**src/psi_cfg.svh**
```systemverilog
// timing constants and counts for the status indicator block
`ifndef PSI_CFG_SVH
`define PSI_CFG_SVH
`define PSI_CLK_HZ 20000000
`define PSI_BLINK1_HZ 1
`define PSI_BLINK2_HZ 2
// half period in cycles for 50 percent duty
`define PSI_HALF1_CYC (`PSI_CLK_HZ / (2 * `PSI_BLINK1_HZ))
`define PSI_HALF2_CYC (`PSI_CLK_HZ / (2 * `PSI_BLINK2_HZ))
`define PSI_SYNC_RST 3'h0
`endif

```
**src/psi_pkg.sv**
```systemverilog
// types for the status indicator block
package psi_pkg;
    typedef enum logic [5:0] {
        LED_DARK = 6'b00_0001,
        LED_GREEN = 6'b00_0010,
        LED_BLINK_GREEN1 = 6'b00_0100,
        LED_BLINK_GREEN2 = 6'b00_1000,
        LED_AMBER = 6'b01_0000,
        LED_BLINK_AMBER1 = 6'b10_0000
    } psi_led_type;
endpackage

```
**src/psi_sync.sv**
```systemverilog
// three-stage input synchroniser with agreement filter
`timescale 1ns/1ns
`default_nettype none
module psi_sync #(
    parameter int WIDTH = 1
) (
    // clock and reset
    input wire logic clk,
    input wire logic sys_rst,
    // async in, filtered out
    input wire logic [WIDTH-1:0] async_in,
    output logic [WIDTH-1:0] sync_out
);
    typedef struct packed {
        logic [WIDTH-1:0] s1;
        logic [WIDTH-1:0] s2;
        logic [WIDTH-1:0] s3;
        logic [WIDTH-1:0] out;
    } psi_sync_state_type;
    psi_sync_state_type st_q;
    psi_sync_state_type st_d;
    // stage chain; first stage read only by second
    always_comb
    begin
        st_d = st_q;
        st_d.s1 = async_in;
        st_d.s2 = st_q.s1;
        st_d.s3 = st_q.s2;
        for (int i = 0; i < WIDTH; i++)
        begin
            if (st_q.s2[i] == st_q.s3[i])
            begin
                st_d.out[i] = st_q.s3[i];
            end
        end
    end
    // all bits start low
    always_ff @(posedge clk or posedge sys_rst)
    begin
        if (sys_rst)
        begin
            st_q <= '0;
        end
        else
        begin
            st_q <= st_d;
        end
    end
    assign sync_out = st_q.out;
endmodule
`default_nettype wire

```
**src/psi_status.sv**
```systemverilog
// power supply status indicator: alert line, led, latch and diagnostics
`timescale 1ns/1ns
`default_nettype none
`include "psi_cfg.svh"
// Contract
// - alert on any critical or warning event
// - alert sources: temp, faults, fan, eol
// - alert active low, open drain
// - alert together with any amber state
// - critical shutdown stores telemetry to nvm
// - record readable over smbus in standby
// - firmware accepted only in standby
// - led dark without ac anywhere
// - green 1hz in standby or cold redundant
// - solid amber on own ac loss
// - amber 1hz on running warnings
// - solid amber after critical shutdown
// - green 2hz during firmware update
// - main on only while power request low
// - over current latches output off
module psi_status #(
    parameter int HALF1_CYC = `PSI_HALF1_CYC,
    parameter int HALF2_CYC = `PSI_HALF2_CYC
) (
    // clock and reset
    input wire logic clk,
    input wire logic sys_rst,
    // supply state pins (asynchronous)
    input wire logic ac_present,
    input wire logic any_ac_present,
    input wire logic power_on_req_n,
    input wire logic main_in_reg,
    input wire logic cold_redundant,
    // critical event pins
    input wire logic over_current_fault,
    input wire logic over_voltage_fault,
    input wire logic under_voltage_fault,
    input wire logic general_fault,
    input wire logic fan_fail,
    // warning event pins
    input wire logic temp_warn,
    input wire logic power_warn,
    input wire logic current_warn,
    input wire logic fan_slow,
    input wire logic end_of_life,
    input wire logic env_out_of_range,
    // firmware controller (same clock)
    input wire logic fw_update_req,
    input wire logic fw_update_active,
    input wire logic diag_read_req,
    // outputs
    output logic main_enable,
    output logic alert_n_o,
    output logic alert_n_oe,
    output logic led_green,
    output logic led_amber,
    output logic diag_save,
    output logic diag_read_grant,
    output logic fw_update_grant
);
    localparam int NSYNC = 16;
    logic [NSYNC-1:0] raw;
    logic [NSYNC-1:0] syn;
    // request enters inverted: sync flops reset low, so it reads released, no false edge
    assign raw = {ac_present, any_ac_present, !power_on_req_n, main_in_reg, cold_redundant,
        over_current_fault, over_voltage_fault, under_voltage_fault, general_fault,
        fan_fail, temp_warn, power_warn, current_warn, fan_slow, end_of_life,
        env_out_of_range};
    psi_sync #(.WIDTH(NSYNC)) u_sync (
        .clk(clk),
        .sys_rst(sys_rst),
        .async_in(raw),
        .sync_out(syn)
    );
    logic s_ac, s_any_ac, s_req_on, s_inreg, s_cold;
    logic s_ocp, s_ovp, s_uvp, s_gen, s_fanf;
    logic s_tw, s_pw, s_cw, s_fs, s_eol, s_env;
    logic s_req_n;
    assign {s_ac, s_any_ac, s_req_on, s_inreg, s_cold, s_ocp, s_ovp, s_uvp, s_gen, s_fanf,
        s_tw, s_pw, s_cw, s_fs, s_eol, s_env} = syn;
    // back to pin polarity for the latch and enable logic
    assign s_req_n = !s_req_on;

    ////////////////////////////////////////////////////////////////////////////////
    typedef struct packed {
        logic ocp_latch;
        logic crit_latch;
        logic req_n_prev;
        logic ac_prev;
        logic [31:0] cnt1;
        logic [31:0] cnt2;
        logic ph1;
        logic ph2;
        psi_pkg::psi_led_type led;
        logic main_en;
        logic alert_oe;
        logic green;
        logic amber;
        logic save;
        logic rd_grant;
        logic fw_grant;
    } psi_state_type;
    psi_state_type st_q;
    psi_state_type st_d;

    logic standby;
    logic warn_any;
    logic crit_now;
    // standby: standby rail up, main output off
    assign standby = s_ac && !st_q.main_en;
    assign warn_any = s_tw || s_pw || s_cw || s_fs || s_eol || s_env;
    assign crit_now = s_ocp || s_ovp || s_uvp || s_gen || s_fanf;

    ////////////////////////////////////////////////////////////////////////////////
    // next-state logic for latches, blink dividers, led and alert
    always_comb
    begin
        st_d = st_q;
        st_d.req_n_prev = s_req_n;
        st_d.ac_prev = s_ac;
        st_d.save = 1'b0;
        // divide clock for 50 percent blinks
        if (st_q.cnt1 >= 32'(HALF1_CYC - 1))
        begin
            st_d.cnt1 = '0;
            st_d.ph1 = !st_q.ph1;
        end
        else
        begin
            st_d.cnt1 = st_q.cnt1 + 32'd1;
        end
        if (st_q.cnt2 >= 32'(HALF2_CYC - 1))
        begin
            st_d.cnt2 = '0;
            st_d.ph2 = !st_q.ph2;
        end
        else
        begin
            st_d.cnt2 = st_q.cnt2 + 32'd1;
        end
        // latch clears on request release (rising edge) or ac loss; new fault wins
        if ((s_req_n && !st_q.req_n_prev) || !s_ac)
        begin
            st_d.ocp_latch = 1'b0;
            st_d.crit_latch = 1'b0;
        end
        if (s_ocp)
        begin
            st_d.ocp_latch = 1'b1;
        end
        // one save pulse on entry to critical shutdown
        if (crit_now && s_ac)
        begin
            st_d.crit_latch = 1'b1;
            st_d.save = !st_q.crit_latch;
        end
        // main output follows request, blocked by latched faults
        st_d.main_en = !s_req_n && s_ac && !st_d.ocp_latch && !st_d.crit_latch
            && !fw_update_active;
        st_d.fw_grant = fw_update_req && standby;
        // record readable whenever standby rail is up
        st_d.rd_grant = diag_read_req && s_ac;
        if (!s_any_ac)
        begin
            st_d.led = psi_pkg::LED_DARK;
        end
        else if (fw_update_active)
        begin
            st_d.led = psi_pkg::LED_BLINK_GREEN2;
        end
        else if (st_d.crit_latch)
        begin
            st_d.led = psi_pkg::LED_AMBER;
        end
        else if (!s_ac)
        begin
            st_d.led = psi_pkg::LED_AMBER;
        end
        else if (warn_any)
        begin
            st_d.led = psi_pkg::LED_BLINK_AMBER1;
        end
        else if (!st_q.main_en || s_cold || !s_inreg)
        begin
            st_d.led = psi_pkg::LED_BLINK_GREEN1;
        end
        else
        begin
            st_d.led = psi_pkg::LED_GREEN;
        end
        st_d.green = 1'b0;
        st_d.amber = 1'b0;
        case (st_d.led)
            psi_pkg::LED_GREEN: st_d.green = 1'b1;
            psi_pkg::LED_BLINK_GREEN1: st_d.green = st_d.ph1;
            psi_pkg::LED_BLINK_GREEN2: st_d.green = st_d.ph2;
            psi_pkg::LED_AMBER: st_d.amber = 1'b1;
            psi_pkg::LED_BLINK_AMBER1: st_d.amber = st_d.ph1;
            default: st_d.green = 1'b0;
        endcase
        // alert on any event and every amber state; drive low only
        // events still alert while a firmware blink hides the amber
        st_d.alert_oe = (st_d.led == psi_pkg::LED_AMBER)
            || (st_d.led == psi_pkg::LED_BLINK_AMBER1)
            || warn_any || crit_now || st_d.crit_latch;
    end

    // one register for all state; request starts released (high)
    always_ff @(posedge clk or posedge sys_rst)
    begin
        if (sys_rst)
        begin
            st_q <= '0;
            st_q.req_n_prev <= 1'b1;
            st_q.led <= psi_pkg::LED_DARK;
        end
        else
        begin
            st_q <= st_d;
        end
    end

    ////////////////////////////////////////////////////////////////////////////////
    // outputs straight from flops, except alert data, which is tied low
    assign main_enable = st_q.main_en;
    assign alert_n_o = 1'b0;
    assign alert_n_oe = st_q.alert_oe;
    assign led_green = st_q.green;
    assign led_amber = st_q.amber;
    assign diag_save = st_q.save;
    assign diag_read_grant = st_q.rd_grant;
    assign fw_update_grant = st_q.fw_grant;
endmodule
`default_nettype wire

```
**config.mk**
```make
export PLATFORM = sky130hd
export DESIGN_NAME = psi_status
export DESIGN_NICKNAME = d
export VERILOG_FILES = /design/src/psi_pkg.sv /design/src/psi_sync.sv /design/src/psi_status.sv
export VERILOG_INCLUDE_DIRS = /design/src /design/src/src
export SDC_FILE = /design/constraint.sdc
export NUM_CORES = 1
export LEC_CHECK = 0
export BUFFER_PORTS_ARGS = -buffer_cell sky130_fd_sc_hd__buf_2
export CORE_ASPECT_RATIO = 1.25
export CORE_MARGIN = 5
export CORE_UTILIZATION = 28
export DETAILED_ROUTE_END_ITERATION = 8
export GPL_ROUTABILITY_DRIVEN = 1
export GPL_TIMING_DRIVEN = 0
export PLACE_DENSITY_LB_ADDON = 0.12
export SKIP_LAST_GASP = 1
export SYNTH_ARGS = -nofsm -noshare
export SYNTH_HDL_FRONTEND = slang
export SYNTH_SLANG_ARGS = --single-unit
```
**constraint.sdc**
```tcl
create_clock -name clk -period 5.55 [get_ports clk]
set_clock_uncertainty 0.1 [all_clocks]
set_input_delay 0.2775 -clock clk [delete_from_list [all_inputs] [get_ports clk]]
set_output_delay 0.2775 -clock clk [all_outputs]
set_load 0.01 [all_outputs]
```
After elaboration in Yosys (flattened, before gate mapping):

Cells that the tools add are included.

* flip-flop bits (word level): 140
* input port bits: 21
* output and inout port bits: 8
* logic and storage cells: 111

* add/subtract/negate cells: 2
* $lt $le $gt $ge: 2
* equality and inequality tests: 21
* multiplexer cells: 16
* reductions and logical operators: 37

Operator list (count)
* $add A32 B1 Y32 const B: 2
* $mux W32: 2
* $ge A32 B23 Y1 const B: 1
* $ge A32 B24 Y1 const B: 1
* $mux W6: 5
* $eq A1 B1 Y1: 16
* $logic_or A1 B1 Y1: 16
* $logic_not A1 Y1: 12
* $logic_and A1 B1 Y1: 9
* $eq A6 B2 Y1 const B: 1
* $eq A6 B3 Y1 const B: 1
* $eq A6 B4 Y1 const B: 1
* $eq A6 B5 Y1 const B: 1
* $eq A6 B6 Y1 const B: 1
* $mux W1: 5
* $mux W3: 1
* $pmux W1 S3: 1
* $mux W2: 1
* $pmux W1 S2: 1

Longest topological paths before layout:

Gate-level depths: netlist of the first run.

* word-level depth: 15
* mapped depth: 7

Modules after synthesis:

From an unflattened synthesis of the first run, not the netlist that was laid out.

* cell total of the unflattened synthesis: 414
* area, all modules: 5228.8 um^2

Modules (own cells, without submodules)
* psi_status: times used 1, cells an instance 317, area an instance 3323.2 um^2, seq. area each 1903.1 um^2
* psi_sync: times used 1, cells an instance 97, area an instance 1905.6 um^2, seq. area each 1601.5 um^2

Worst setup path after synthesis of the first run:

No wires, ideal clock.

* path type: flip-flop to flip-flop
* start: register u_sync.st_q, in the netlist u_sync.sync_out[10]
* end: register st_q, in the netlist led_green
* arrival time: 1.979 ns
* data required time: 5.385 ns
* slack: 3.405 ns
* cell stages (with the launch flop): 7
* path through: dfrtp_1 -> or4_4 -> nor2_4 -> nand3_2 -> or4b_1 -> nor4_1 -> a31o_1

RTL lines
* start, declared: RTL line psi_sync.sv:20 `psi_sync_state_type st_q;`
* start signal, assigned: RTL line psi_sync.sv:46 `st_q <= st_d;`
* end signal, assigned: RTL line psi_status.sv:219 `st_q <= st_d;`
* end, declared: RTL line psi_status.sv:103 `psi_state_type st_q;`

==> metrics.json, run 1 <==
{
  "status": "completed",
  "post-route-min-period_ns": 2.32,
  "critical_path_required_ns": 5.74,
  "layout_net_count": 501,
  "cell_count_after_synthesis": 394,
  "dr.first_iter.drc_count": 116,
  "hp-class": "reg2reg",
  "pin_count_of_the_biggest_net_entering_global_routing": 78,
  "most_common_cell_after_layout_fill_and_taps_aside": "dfrtp_1",
  "core_region_area_um2": 18000,
  "path_cells": "or4b_1, nor4_1, a221o_1, a41o_1, xor2_1, a31o_1",
  "synth_flop_cell": "dfrtp_1",
  "cts.reportedPaths.clkPinSlew_ns": 0.06,
  "antennaDiodeCount": 0,
  "antenna_left": 0,
  "setup_ws_ns": 3.23,
  "cts_made_buffers": 17,
  "synthTopCellsByArea": "dfrtp_1 (69%), xor2_1 (4.7%), nor2_1 (4.2%)",
  "boundaryPins": 29,
  "drv.max_cap_violation_count": 0,
  "port-buffer-count": 27,
  "ff_latch_area_um2": 3500,
  "overflow": 0,
  "final_cell_mix": "dfrtp_1 (139), nor2_1 (57), buf_2 (29)",
  "floorplan.rows": 55,
  "fin_util": 0.358,
  "fp.dieArea_um2": 20900,
  "clockBufferDepth": 2,
  "gp_routability_congestion": 0.733,
  "clk_latency_ns": 0.41,
  "hpwlAfterDp_um": 5590,
  "critical_path_arrival_ns": 2.51,
  "power.ir.vdd_worst_mv": 0.192,
  "drt-total-wl_um": 8510,
  "synth_top_cell_area_share": 0.687,
  "synthesis.area_um2": 5060,
  "cts_tree": "yes",
  "placement.setup.worst_slack_ns": 3.17,
  "final_design_area_no_fill_um2": 6440,
  "clock-root-buffer": "clkbuf_16",
  "syn_to_final_growth_pct": 27.1,
  "synthesis.yosys.warnings": 0,
  "synth_edf_count": 0,
  "max_clock_freq_mhz": 432,
  "post-route-period-util": 0.418,
  "htree_levels": 4,
  "timing.final.hold_violations": 0,
  "whs_ns": 0.245,
  "stdcell_count": 719,
  "grt_setup_unrepaired": "false",
  "tightestPinTransition_ns": 0.698,
  "syn_area_per_cell_um2": 12.9,
  "post_dp_cell_area_um2": 5580,
  "yosysUniqueCellTypes": 46,
  "start_kind": "flop",
  "grt_pass1_wl_um": 14900,
  "critPathSlowestCell": "or4b_1",
  "drt_first_pass_iters": 4,
  "end_kind": "flop",
  "slew_headroom": 0.531,
  "dieHeight_um": 160,
  "vias_in_the_first_global_route": 3181,
  "post_route_cells_drive_above_1_share": 0.145,
  "slew_viol_final": 0,
  "detail_route.wl_per_cell_um": 11.8,
  "setup_viol": 0,
  "routed_vias": 3027,
  "worstSetupPathType": "reg2reg",
  "cell_count_post_placement": 667,
  "die_x_um": 130,
  "ys_ff_latch": 140,
  "numClockSinks": 140,
  "filler_cell_count": 1759,
  "synth-seq-area-share": 0.692,
  "power.density_cell_area_nw_per_um2": 373,
  "multi_input_area_um2": 1560,
  "critPathMaxStageDelay_ns": 0.51,
  "post-route-drc-count": 0,
  "gr-usage-all-layers": 0.0901,
  "ys_async_sr_fraction": 1.00,
  "power.total_mw": 2.40,
  "crit_fanout": 6,
  "fin_tns_setup_ns": 0,
  "routed_via_density": 4.21,
  "antenna_found_initial": 0,
  "cellLeakagePower_nw": 2.74,
  "effective_utilization_at_floorplan": 0.282,
  "synth_top_cell_by_area": "dfrtp_1"
}
-- critical path, delay by kind of cell, from the launching register on --
family | cells | cell delay [ns]
AND/OR/NAND/NOR | 2 | 0.84
AO/OA/AOI/OAI | 3 | 0.70
flip-flops | 1 | 0.43
XOR/XNOR | 1 | 0.13
-- worst paths after layout --
path	startpoint	end	slack, ns	cells past startpoint
max reg2reg	st_q[31]$_DFF_PP0_	led_green$_DFF_PP0_	3.23	6
max in group asynchronous	sys_rst	st_q[80]$_DFF_PP1_	4.14	4
min in group asynchronous	sys_rst	u_sync.st_d[32]$_DFF_PP0_	0.39	3
min	u_sync.st_d[39]$_DFF_PP0_	u_sync.st_d[23]$_DFF_PP0_	0.24	0
max	st_q[31]$_DFF_PP0_	led_green$_DFF_PP0_	3.23	6
min reg2reg	u_sync.st_d[39]$_DFF_PP0_	u_sync.st_d[23]$_DFF_PP0_	0.24	0
-- registers in the layout, indices dropped and copies added, names as in the netlist --
signal / flops
u_sync.st_d: 32
u_sync.st_q: 16
st_q: 69
main_enable: 1
fw_update_grant: 1
u_sync.sync_out: 16
led_amber: 1
alert_n_oe: 1
led_green: 1
diag_read_grant: 1
diag_save: 1
-- area by class of cell --
type	count	area share
Inverter	8	0.00544
Tap cell	228	0.0443
Sequential cell	140	0.544
Multi-Input combinational cell	256	0.242
Clock inverter	13	0.0332
Buffer	7	0.00564
Clock buffer	19	0.0688
Timing Repair Buffer	48	0.0564
-- cell usage after synthesis, types with 3 or more instances --
| cell | instances |
|---|---|
| dfrtp_1 | 139 |
| nor2_1 | 57 |
| xor2_1 | 27 |
| nand3_1 | 21 |
| nand2_1 | 20 |
| maj3_1 | 16 |
| xnor2_1 | 15 |
| and3_1 | 10 |
| nor4_1 | 10 |
| inv_1 | 8 |
| nand4_1 | 8 |
| nor3_1 | 8 |
| and2_1 | 4 |
| a21oi_1 | 3 |
| clkbuf_1 | 3 |
| o21ai_0 | 3 |
| or3_1 | 3 |
-- layer usage --
metal | up-vias | share of wire | global-route usage
met2 | 36 | 0.47 | 0.138
met5 | - | 0 | 0
li1 | 1495 | - | -
met3 | 7 | 0.039 | 0.0366
met1 | 1489 | 0.48 | 0.112
met4 | 0 | 0.012 | 0.0369
-- where the power goes --
group	switching [mW]	internal, mW
Combinational	0.0413	0.0357
Sequential	0.0202	1.07
Clock	0.425	0.813
-- timing repair --
item	CTS	global route
buffers inserted	0	0
hold buffers	20	0
resized for setup	0	0
hold endpoints to repair	82	0
-- kinds of logic after synthesis --
group	share of synthesized area
compound gates	0.0319
xor+xnor	0.0726
fa+ha+maj	0.0366
buf+inv	0.0131
flops	0.692
other cells	0.000740
simple gates	0.153
Note: power is estimated with default switching activity, not from simulation.
==> inputs of run 2 (changes only) <==
ABC_AREA = 1   (was unset)
clock period = 2 ns   (was 5.55 ns; I/O delays follow)
==> run 2 against run 1 <==
  * Register-to-register slack got worse by 3.1 ns
  * Clock power up 140%
  * Total power rose to 2.6 times the previous value
  * Sequential power increased to 2.8 times the previous value
  * Critical path type unchanged
  * Largest power group is now sequential cells
==> metrics.json, run 2 <==
{
  "antennaDiodeCount": {"value": 0, "change": "unchanged"},
  "dr.first_iter.drc_count": {"value": 182, "change": "+57%"},
  "post-route-period-util": {"value": 0.926, "change": "+0.508"},
  "drv.max_cap_violation_count": {"value": 0, "change": "unchanged"},
  "max_clock_freq": {"value": 540, "unit": "MHz", "change": "+25%"},
  "setup_ws": {"value": 0.148, "unit": "ns", "change": "-3.08 ns"},
  "synth_top_cell_area_share": {"value": 0.629, "change": "-0.0575"},
  "synth_flop_cell": "dfrtp_1",
  "gp_routability_congestion": {"value": 0.796, "change": "+8.6%"},
  "detail_route.wl_per_cell": {"value": 11.5, "unit": "µm", "change": "-2.8%"},
  "worstSetupPathType": "reg2reg",
  "ys_ff_latch": {"value": 140, "change": "unchanged"},
  "setup_viol": {"value": 0, "change": "unchanged"},
  "dieHeight": {"value": 167, "unit": "µm", "change": "+4.2%"},
  "clock-root-buffer": "clkbuf_16",
  "post_route_cells_drive_above_1_share": {"value": 0.165, "change": "+0.0202"},
  "placement.setup.worst_slack": {"value": 0.0797, "unit": "ns", "change": "-3.09 ns"},
  "numClockSinks": {"value": 140, "change": "unchanged"},
  "slew_viol_final": {"value": 0, "change": "unchanged"},
  "layout_net_count": {"value": 647, "change": "+29%"},
  "ys_async_sr_fraction": {"value": 1.00, "change": "unchanged"},
  "port-buffer-count": {"value": 27, "change": "unchanged"},
  "synthesis.yosys.warnings": {"value": 0, "change": "unchanged"},
  "htree_levels": {"value": 4, "change": "unchanged"},
  "hold-path-cell-count": {"value": 2, "change": "+2"},
  "grt_pass1_wl": {"value": 18900, "unit": "µm", "change": "+27%"},
  "drt-total-wl": {"value": 10400, "unit": "µm", "change": "+22%"},
  "final_cell_mix": "dfrtp_1 (139), nor2_1 (89), nand2_1 (80)",
  "synth-seq-area-share": {"value": 0.634, "change": "-0.0579"},
  "effective_utilization_at_floorplan": {"value": 0.284, "change": "+0.00192"},
  "synth_edf_count": {"value": 0, "change": "unchanged"},
  "most_common_cell_after_layout_fill_and_taps_aside": "dfrtp_1",
  "critical_path_required": {"value": 2.19, "unit": "ns", "change": "-3.55 ns"},
  "power.ir.vdd_worst": {"value": 0.543, "unit": "mV", "change": "+180%"},
  "timing.final.hold_violations": {"value": 0, "change": "unchanged"},
  "syn_to_final_growth_pct": 25.0,
  "antenna_found_initial": {"value": 0, "change": "unchanged"},
  "power.density_cell_area": {"value": 898, "unit": "nW/µm²", "change": "+140%"},
  "slew_headroom": {"value": 0.483, "change": "-0.0484"},
  "cts_made_buffers": {"value": 17, "change": "unchanged"},
  "overflow": {"value": 0, "change": "unchanged"},
  "tightestPinTransition": {"value": 0.775, "unit": "ns", "change": "+0.0763 ns"},
  "reg2regPathDepth": {"value": 10, "change": "+4"},
  "vias_in_the_first_global_route": {"value": 3915, "change": "+23%"},
  "routed_via_density": {"value": 4.10, "change": "-2.6%"},
  "drt_first_pass_iters": {"value": 4, "change": "unchanged"},
  "boundaryPins": {"value": 29, "change": "unchanged"},
  "die_x": {"value": 136, "unit": "µm", "change": "+4.1%"},
  "synthTopCellsByArea": "dfrtp_1 (63%), nor2_1 (6.0%), nand2_1 (5.5%)",
  "floorplan.rows": {"value": 57, "change": "+3.6%"},
  "antenna_left": {"value": 0, "change": "unchanged"},
  "cell_count_after_synthesis": {"value": 537, "change": "+36%"},
  "rrSetupSlack": {"value": 0.15, "unit": "ns", "change": "-3.08 ns"},
  "cts.reportedPaths.clkPinSlew": {"value": 0.06, "unit": "ns", "change": "about the same"},
  "fin_tns_setup": {"value": 0, "unit": "ns", "change": "unchanged"},
  "grt_setup_unrepaired": "false",
  "syn_area_per_cell": {"value": 10.3, "unit": "µm²", "change": "-20%"},
  "yosysUniqueCellTypes": {"value": 35, "change": "-24%"},
  "pin_count_of_the_biggest_net_entering_global_routing": {"value": 41, "change": "-47%"},
  "hp-class": "in2reg",
  "hpwlAfterDp": {"value": 7460, "unit": "µm", "change": "+34%"},
  "start_kind": "flop",
  "synth_most_common_cell": "dfrtp_1",
  "gr-usage-all-layers": {"value": 0.104, "change": "+0.0136"},
  "cts_tree": "yes",
  "crit_fanout": {"value": 4, "change": "-2"},
  "cellLeakagePower": {"value": 3.07, "unit": "nW", "change": "+12%"},
  "clockBufferDepth": {"value": 2, "change": "unchanged"},
  "clk_latency": {"value": 0.41, "unit": "ns", "change": "about the same"},
  "synthesis.area": {"value": 5530, "unit": "µm²", "change": "+9.1%"},
  "largest_register_ff_count": {"value": 69, "change": "unchanged"},
  "post-route-drc-count": {"value": 0, "change": "unchanged"},
  "synth_cell_count_leaders": "dfrtp_1 (139), nor2_1 (89), nand2_1 (81)",
  "synth_top_cell_by_area": "dfrtp_1",
  "end_kind": "flop",
  "status": "completed",
  "top_register": "st_q",
  "fin_util": {"value": 0.355, "change": "-0.00362"},
  "core_region_area": {"value": 19500, "unit": "µm²", "change": "+8.4%"},
  "fp.dieArea": {"value": 22700, "unit": "µm²", "change": "+8.5%"},
  "routed_vias": {"value": 3699, "change": "+22%"},
  "critical_path_arrival": {"value": 2.05, "unit": "ns", "change": "-0.46 ns"},
  "post-route-min-period": {"value": 1.85, "unit": "ns", "change": "-0.466 ns"}
}
==> run 2: cell count changes after synthesis, sizes merged, moves of 13 or more <==
cell	change
nand2	+70
inv	+53
nor2	+43
nor3	+15
xnor2	-13
==> run 2: layout make-up <==
class	instances	area (µm²)
inverter	61	238
tap	265	332
fill	1966	12600
clock buffer	18	439
timing repair buffer	51	403
clock inverter	14	126
multi-input combinational	347	1830
buffer	6	40.0
sequential	140	3500
==> run 2: report_power, final <==
| part | internal (mW) | switching, mW | leakage [nW] |
|---|---|---|---|
| clock network | 1.67 | 1.31 | 0.279 |
| registers | 2.95 | 0.0502 | 1.74 |
| logic | 0.101 | 0.125 | 1.05 |
==> run 2: cells by family after synthesis <==
kind of cell             synth area share
XOR/XNOR                           0.0301
AO/OA/AOI/OAI                      0.0292
AND/OR/NAND/NOR                     0.223
buffers and inverters              0.0491
flip-flops                          0.634
adder cells (fa/ha/maj)            0.0335
other                            0.000678
==> run 2: final timing paths <==
check                                           from                        end
max in group asynchronous                    sys_rst         st_q[80]$_DFF_PP1_
hold reg to reg            u_sync.st_d[42]$_DFF_PP0_  u_sync.st_d[26]$_DFF_PP0_
hold / removal                           end_of_life  u_sync.st_d[33]$_DFF_PP0_
setup / recovery                  st_q[15]$_DFF_PP0_         st_q[31]$_DFF_PP0_
min in group asynchronous                    sys_rst         st_q[59]$_DFF_PP0_
setup reg to reg                  st_q[15]$_DFF_PP0_         st_q[31]$_DFF_PP0_
==> run 2: layer usage <==
layer / vias to the layer above / global-route usage / share of wire
met5: - / 0 / 0
met2: 41 / 0.167 / 0.50
met4: 0 / 0.0465 / 0.020
li1: 1868 / - / -
met3: 15 / 0.0270 / 0.029
met1: 1775 / 0.131 / 0.45
==> run 2: timing repair <==
item / in CTS / in global routing
hold buffers: 20 / 0
setup endpoints to repair: 0 / 24
setup buffers: 0 / 1
resized for setup: 0 / 4
hold endpoints to repair: 50 / 0
==> run 2: per-stage QoR <==
stage / total power [mW] / std cells / instance area (µm²) / hold WS (ns)
after floorplan: 3.17 / 554 / 5600 / 0.0314
after global placement: 3.25 / 846 / 6060 / 0.109
after detailed placement: 3.27 / 849 / 6120 / 0.109
after CTS: 6.33 / 901 / 6890 / 0.196
after global routing: 6.50 / 902 / 6910 / 0.209
final: 6.20 / 902 / 6910 / 0.224
==> run 2: worst max-delay path: stages, from the launching register on <==
cell	delay, ns
dfrtp_1	0.41
ha_1	0.23
nand3_2	0.14
nor2_4	0.18
nand4_4	0.14
nor2_4	0.19
nand2_2	0.09
inv_1	0.08
nand3_1	0.07
nand2_1	0.08
nor2_1	0.04
==> inputs of run 3 (changes only) <==
BUFFER_PORTS_ARGS = unset   (was -buffer_cell sky130_fd_sc_hd__buf_2)
CORE_UTILIZATION = 50   (was 28)
DONT_BUFFER_PORTS = 1   (was unset)
==> run 3 against run 2 <==
  * Setup slack better by 0.018 ns
  * Sequential power about the same
  * Clock power up 2%
  * Sequential share of layout area up 2.3 points
  * Via count down 3.5%
  * Total power up 0.54%
  * Utilization up 25 points
  * Clock-buffer cell count up 2
  * Hold slack worse by 0.18 ns
  * Register-to-register slack better by 0.02 ns
  * Cell count down 18%
  * Flip-flop and latch count unchanged
  * Critical path type unchanged
  * Critical endpoint is now st_q[54]$_DFF_PP0_
  * Largest power group is now clock
==> metrics.json, run 3 (synthesis gave the netlist of run 2 again) <==
{
  "numClockSinks": {"value": 140, "change": "unchanged"},
  "critical_path_required": {"value": 2.23, "unit": "ns", "change": "+0.04 ns"},
  "end_kind": "flop",
  "tightestPinTransition": {"value": 0.517, "unit": "ns", "change": "-0.258 ns"},
  "power.ir.vdd_worst": {"value": 0.649, "unit": "mV", "change": "+20%"},
  "crit_fanout": {"value": 9, "change": "+5"},
  "worstSetupPathType": "reg2reg",
  "clockBufferDepth": {"value": 2, "change": "unchanged"},
  "drt-total-wl": {"value": 9460, "unit": "µm", "change": "-8.8%"},
  "dieHeight": {"value": 128, "unit": "µm", "change": "-24%"},
  "post_route_cells_drive_above_1_share": {"value": 0.123, "change": "-0.0417"},
  "antennaDiodeCount": {"value": 0, "change": "unchanged"},
  "most_common_cell_after_layout_fill_and_taps_aside": "dfrtp_1",
  "drt_first_pass_iters": {"value": 4, "change": "unchanged"},
  "antenna_left": {"value": 0, "change": "unchanged"},
  "critPathSlowestCell": "dfrtp_1",
  "die_x": {"value": 104, "unit": "µm", "change": "-23%"},
  "cts_made_buffers": {"value": 17, "change": "unchanged"},
  "filler_cell_count": {"value": 933, "change": "-53%"},
  "post-route-period-util": {"value": 0.917, "change": "-0.00884"},
  "port-buffer-count": {"value": 0, "change": "-100%"},
  "gr-usage-all-layers": {"value": 0.157, "change": "+0.0530"},
  "reg2regPathDepth": {"value": 12, "change": "+2"},
  "final_cell_mix": "dfrtp_1 (139), nor2_1 (89), nand2_1 (81)",
  "layout_net_count": {"value": 619, "change": "-4.3%"},
  "vias_in_the_first_global_route": {"value": 3718, "change": "-5.0%"},
  "whs": {"value": 0.0486, "unit": "ns", "change": "-0.176 ns"},
  "clk_latency": {"value": 0.41, "unit": "ns", "change": "about the same"},
  "status": "completed",
  "slew_viol_final": {"value": 0, "change": "unchanged"},
  "floorplan.rows": {"value": 43, "change": "-25%"},
  "largest_register_ff_count": {"value": 69, "change": "unchanged"},
  "critical_path_arrival": {"value": 2.06, "unit": "ns", "change": "about the same"},
  "drv.max_cap_violation_count": {"value": 0, "change": "unchanged"},
  "hp-class": "in2async",
  "start_kind": "flop",
  "path_cells": "ha_1, nand3_2, inv_1, nand2_1, nand2_1, nand2_1, nand2_1, nand2_1, nand2_4, inv_4, o21ai_0, a21oi_1",
  "worst_r2r_endpoint": "st_q[54]$_DFF_PP0_",
  "setup_viol": {"value": 0, "change": "unchanged"},
  "grt_setup_unrepaired": "false",
  "placement.setup.worst_slack": {"value": 0.148, "unit": "ns", "change": "+0.0686 ns"},
  "top_register": "st_q",
  "antenna_found_initial": {"value": 0, "change": "unchanged"},
  "grt_pass1_wl": {"value": 16700, "unit": "µm", "change": "-11%"},
  "post-route-drc-count": {"value": 0, "change": "unchanged"},
  "setup_ws": {"value": 0.166, "unit": "ns", "change": "+0.0177 ns"},
  "core_region_area": {"value": 11000, "unit": "µm²", "change": "-44%"},
  "cts_setup_buffers": {"value": 0, "change": "unchanged"},
  "overflow": {"value": 0, "change": "unchanged"},
  "pin_count_of_the_biggest_net_entering_global_routing": {"value": 48, "change": "+17%"},
  "timing.final.hold_violations": {"value": 0, "change": "unchanged"},
  "power.density_cell_area": {"value": 944, "unit": "nW/µm²", "change": "+5.1%"},
  "dr.first_iter.drc_count": {"value": 90, "change": "-51%"},
  "post-route-min-period": {"value": 1.83, "unit": "ns", "change": "-0.0177 ns"},
  "effective_utilization_at_floorplan": {"value": 0.504, "change": "+0.220"},
  "timing.rr.start": "st_q[47]$_DFF_PP0_",
  "cts_tree": "yes",
  "max_clock_freq": {"value": 545, "unit": "MHz", "change": "+0.96%"},
  "cellLeakagePower": {"value": 2.95, "unit": "nW", "change": "-3.9%"},
  "cts.reportedPaths.clkPinSlew": {"value": 0.06, "unit": "ns", "change": "about the same"},
  "fp.dieArea": {"value": 13300, "unit": "µm²", "change": "-41%"},
  "cp_common_cell": "nand2_1",
  "hpwlAfterDp": {"value": 6650, "unit": "µm", "change": "-11%"},
  "critPathMaxStageDelay": {"value": 0.39, "unit": "ns", "change": "-0.02 ns"},
  "routed_vias": {"value": 3568, "change": "-3.5%"},
  "syn_to_final_growth_pct": 19.6,
  "rrSetupSlack": {"value": 0.17, "unit": "ns", "change": "+0.02 ns"},
  "gp_routability_congestion": {"value": 0.857, "change": "+7.7%"},
  "fin_util": {"value": 0.602, "change": "+0.247"},
  "routed_via_density": {"value": 4.80, "change": "+17%"},
  "boundaryPins": {"value": 29, "change": "unchanged"},
  "htree_levels": {"value": 4, "change": "unchanged"},
  "detail_route.wl_per_cell": {"value": 12.7, "unit": "µm", "change": "+11%"},
  "slew_headroom": {"value": 0.653, "change": "+0.170"},
  "clock-root-buffer": "clkbuf_16"
}
==> run 3: cell type report <==
class	count	area (µm²)	area share
repair buffers	23	260	0.0394
clock inverters	12	129	0.0195
inverters	61	235	0.0356
flip-flops and latches	140	3500	0.530
plain buffers	6	40.0	0.00606
multi-input cells	347	1820	0.275
clock buffers	20	457	0.0691
well taps	135	169	0.0256
==> run 3: per-stage QoR <==
step                      instances  cell area (µm²)  setup TNS (ns)  power (mW)
after CTS                       744             6610               0        6.31
after global placement          689             5760          -81.22        3.21
after detailed placement        692             5820               0        3.23
after floorplan                 554             5600               0        3.17
after global routing            744             6610               0        6.50
final                           744             6610               0        6.24
==> run 3: timing repair <==
item | 4_1_cts | 5_1_grt
resized for setup | 0 | 1
hold endpoints to repair | 74 | 0
setup endpoints to repair | 0 | 1
hold buffers | 20 | 0
==> run 3: layer usage <==
metal | part of all wire | GRT usage | wire length (µm) | vias to the layer above
li1 | - | - | - | 1817
met1 | 0.44 | 0.186 | 4120 | 1689
met2 | 0.52 | 0.269 | 4910 | 44
met3 | 0.024 | 0.0384 | 223 | 18
met4 | 0.021 | 0.0739 | 202 | 0
met5 | 0 | 0 | 0 | -
==> run 3: power by group <==
group          switching, mW  internal [mW]
sequential            0.0599           2.96
clock                   1.22           1.81
combinational          0.110         0.0816
total                   1.39           4.85
==> run 3: worst max-delay path by stage <==
stage                     slack [ns]  depth (start not counted)                from                             end
after floorplan                 0.05                          1             sys_rst            alert_n_oe$_DFF_PP0_
after global placement         -0.59                          1             sys_rst  u_sync.sync_out[6]$_DFFE_PP0N_
after detailed placement        0.15                          9  st_q[15]$_DFF_PP0_              st_q[29]$_DFF_PP0_
after CTS                       0.11                          9  st_q[15]$_DFF_PP0_              st_q[24]$_DFF_PP0_
after global routing            0.02                         12  st_q[47]$_DFF_PP0_              st_q[50]$_DFF_PP0_
final                           0.17                         12  st_q[47]$_DFF_PP0_              st_q[54]$_DFF_PP0_
==> run 3: critical path, delay by kind of cell, from the launching register on <==
kind / cells / cell delay [ns]
and+or+nand+nor: 7 / 0.60
DFF: 1 / 0.39
buffers and inverters: 2 / 0.19
AOI/OAI and AO/OA: 2 / 0.24
adders and majority gates: 1 / 0.24
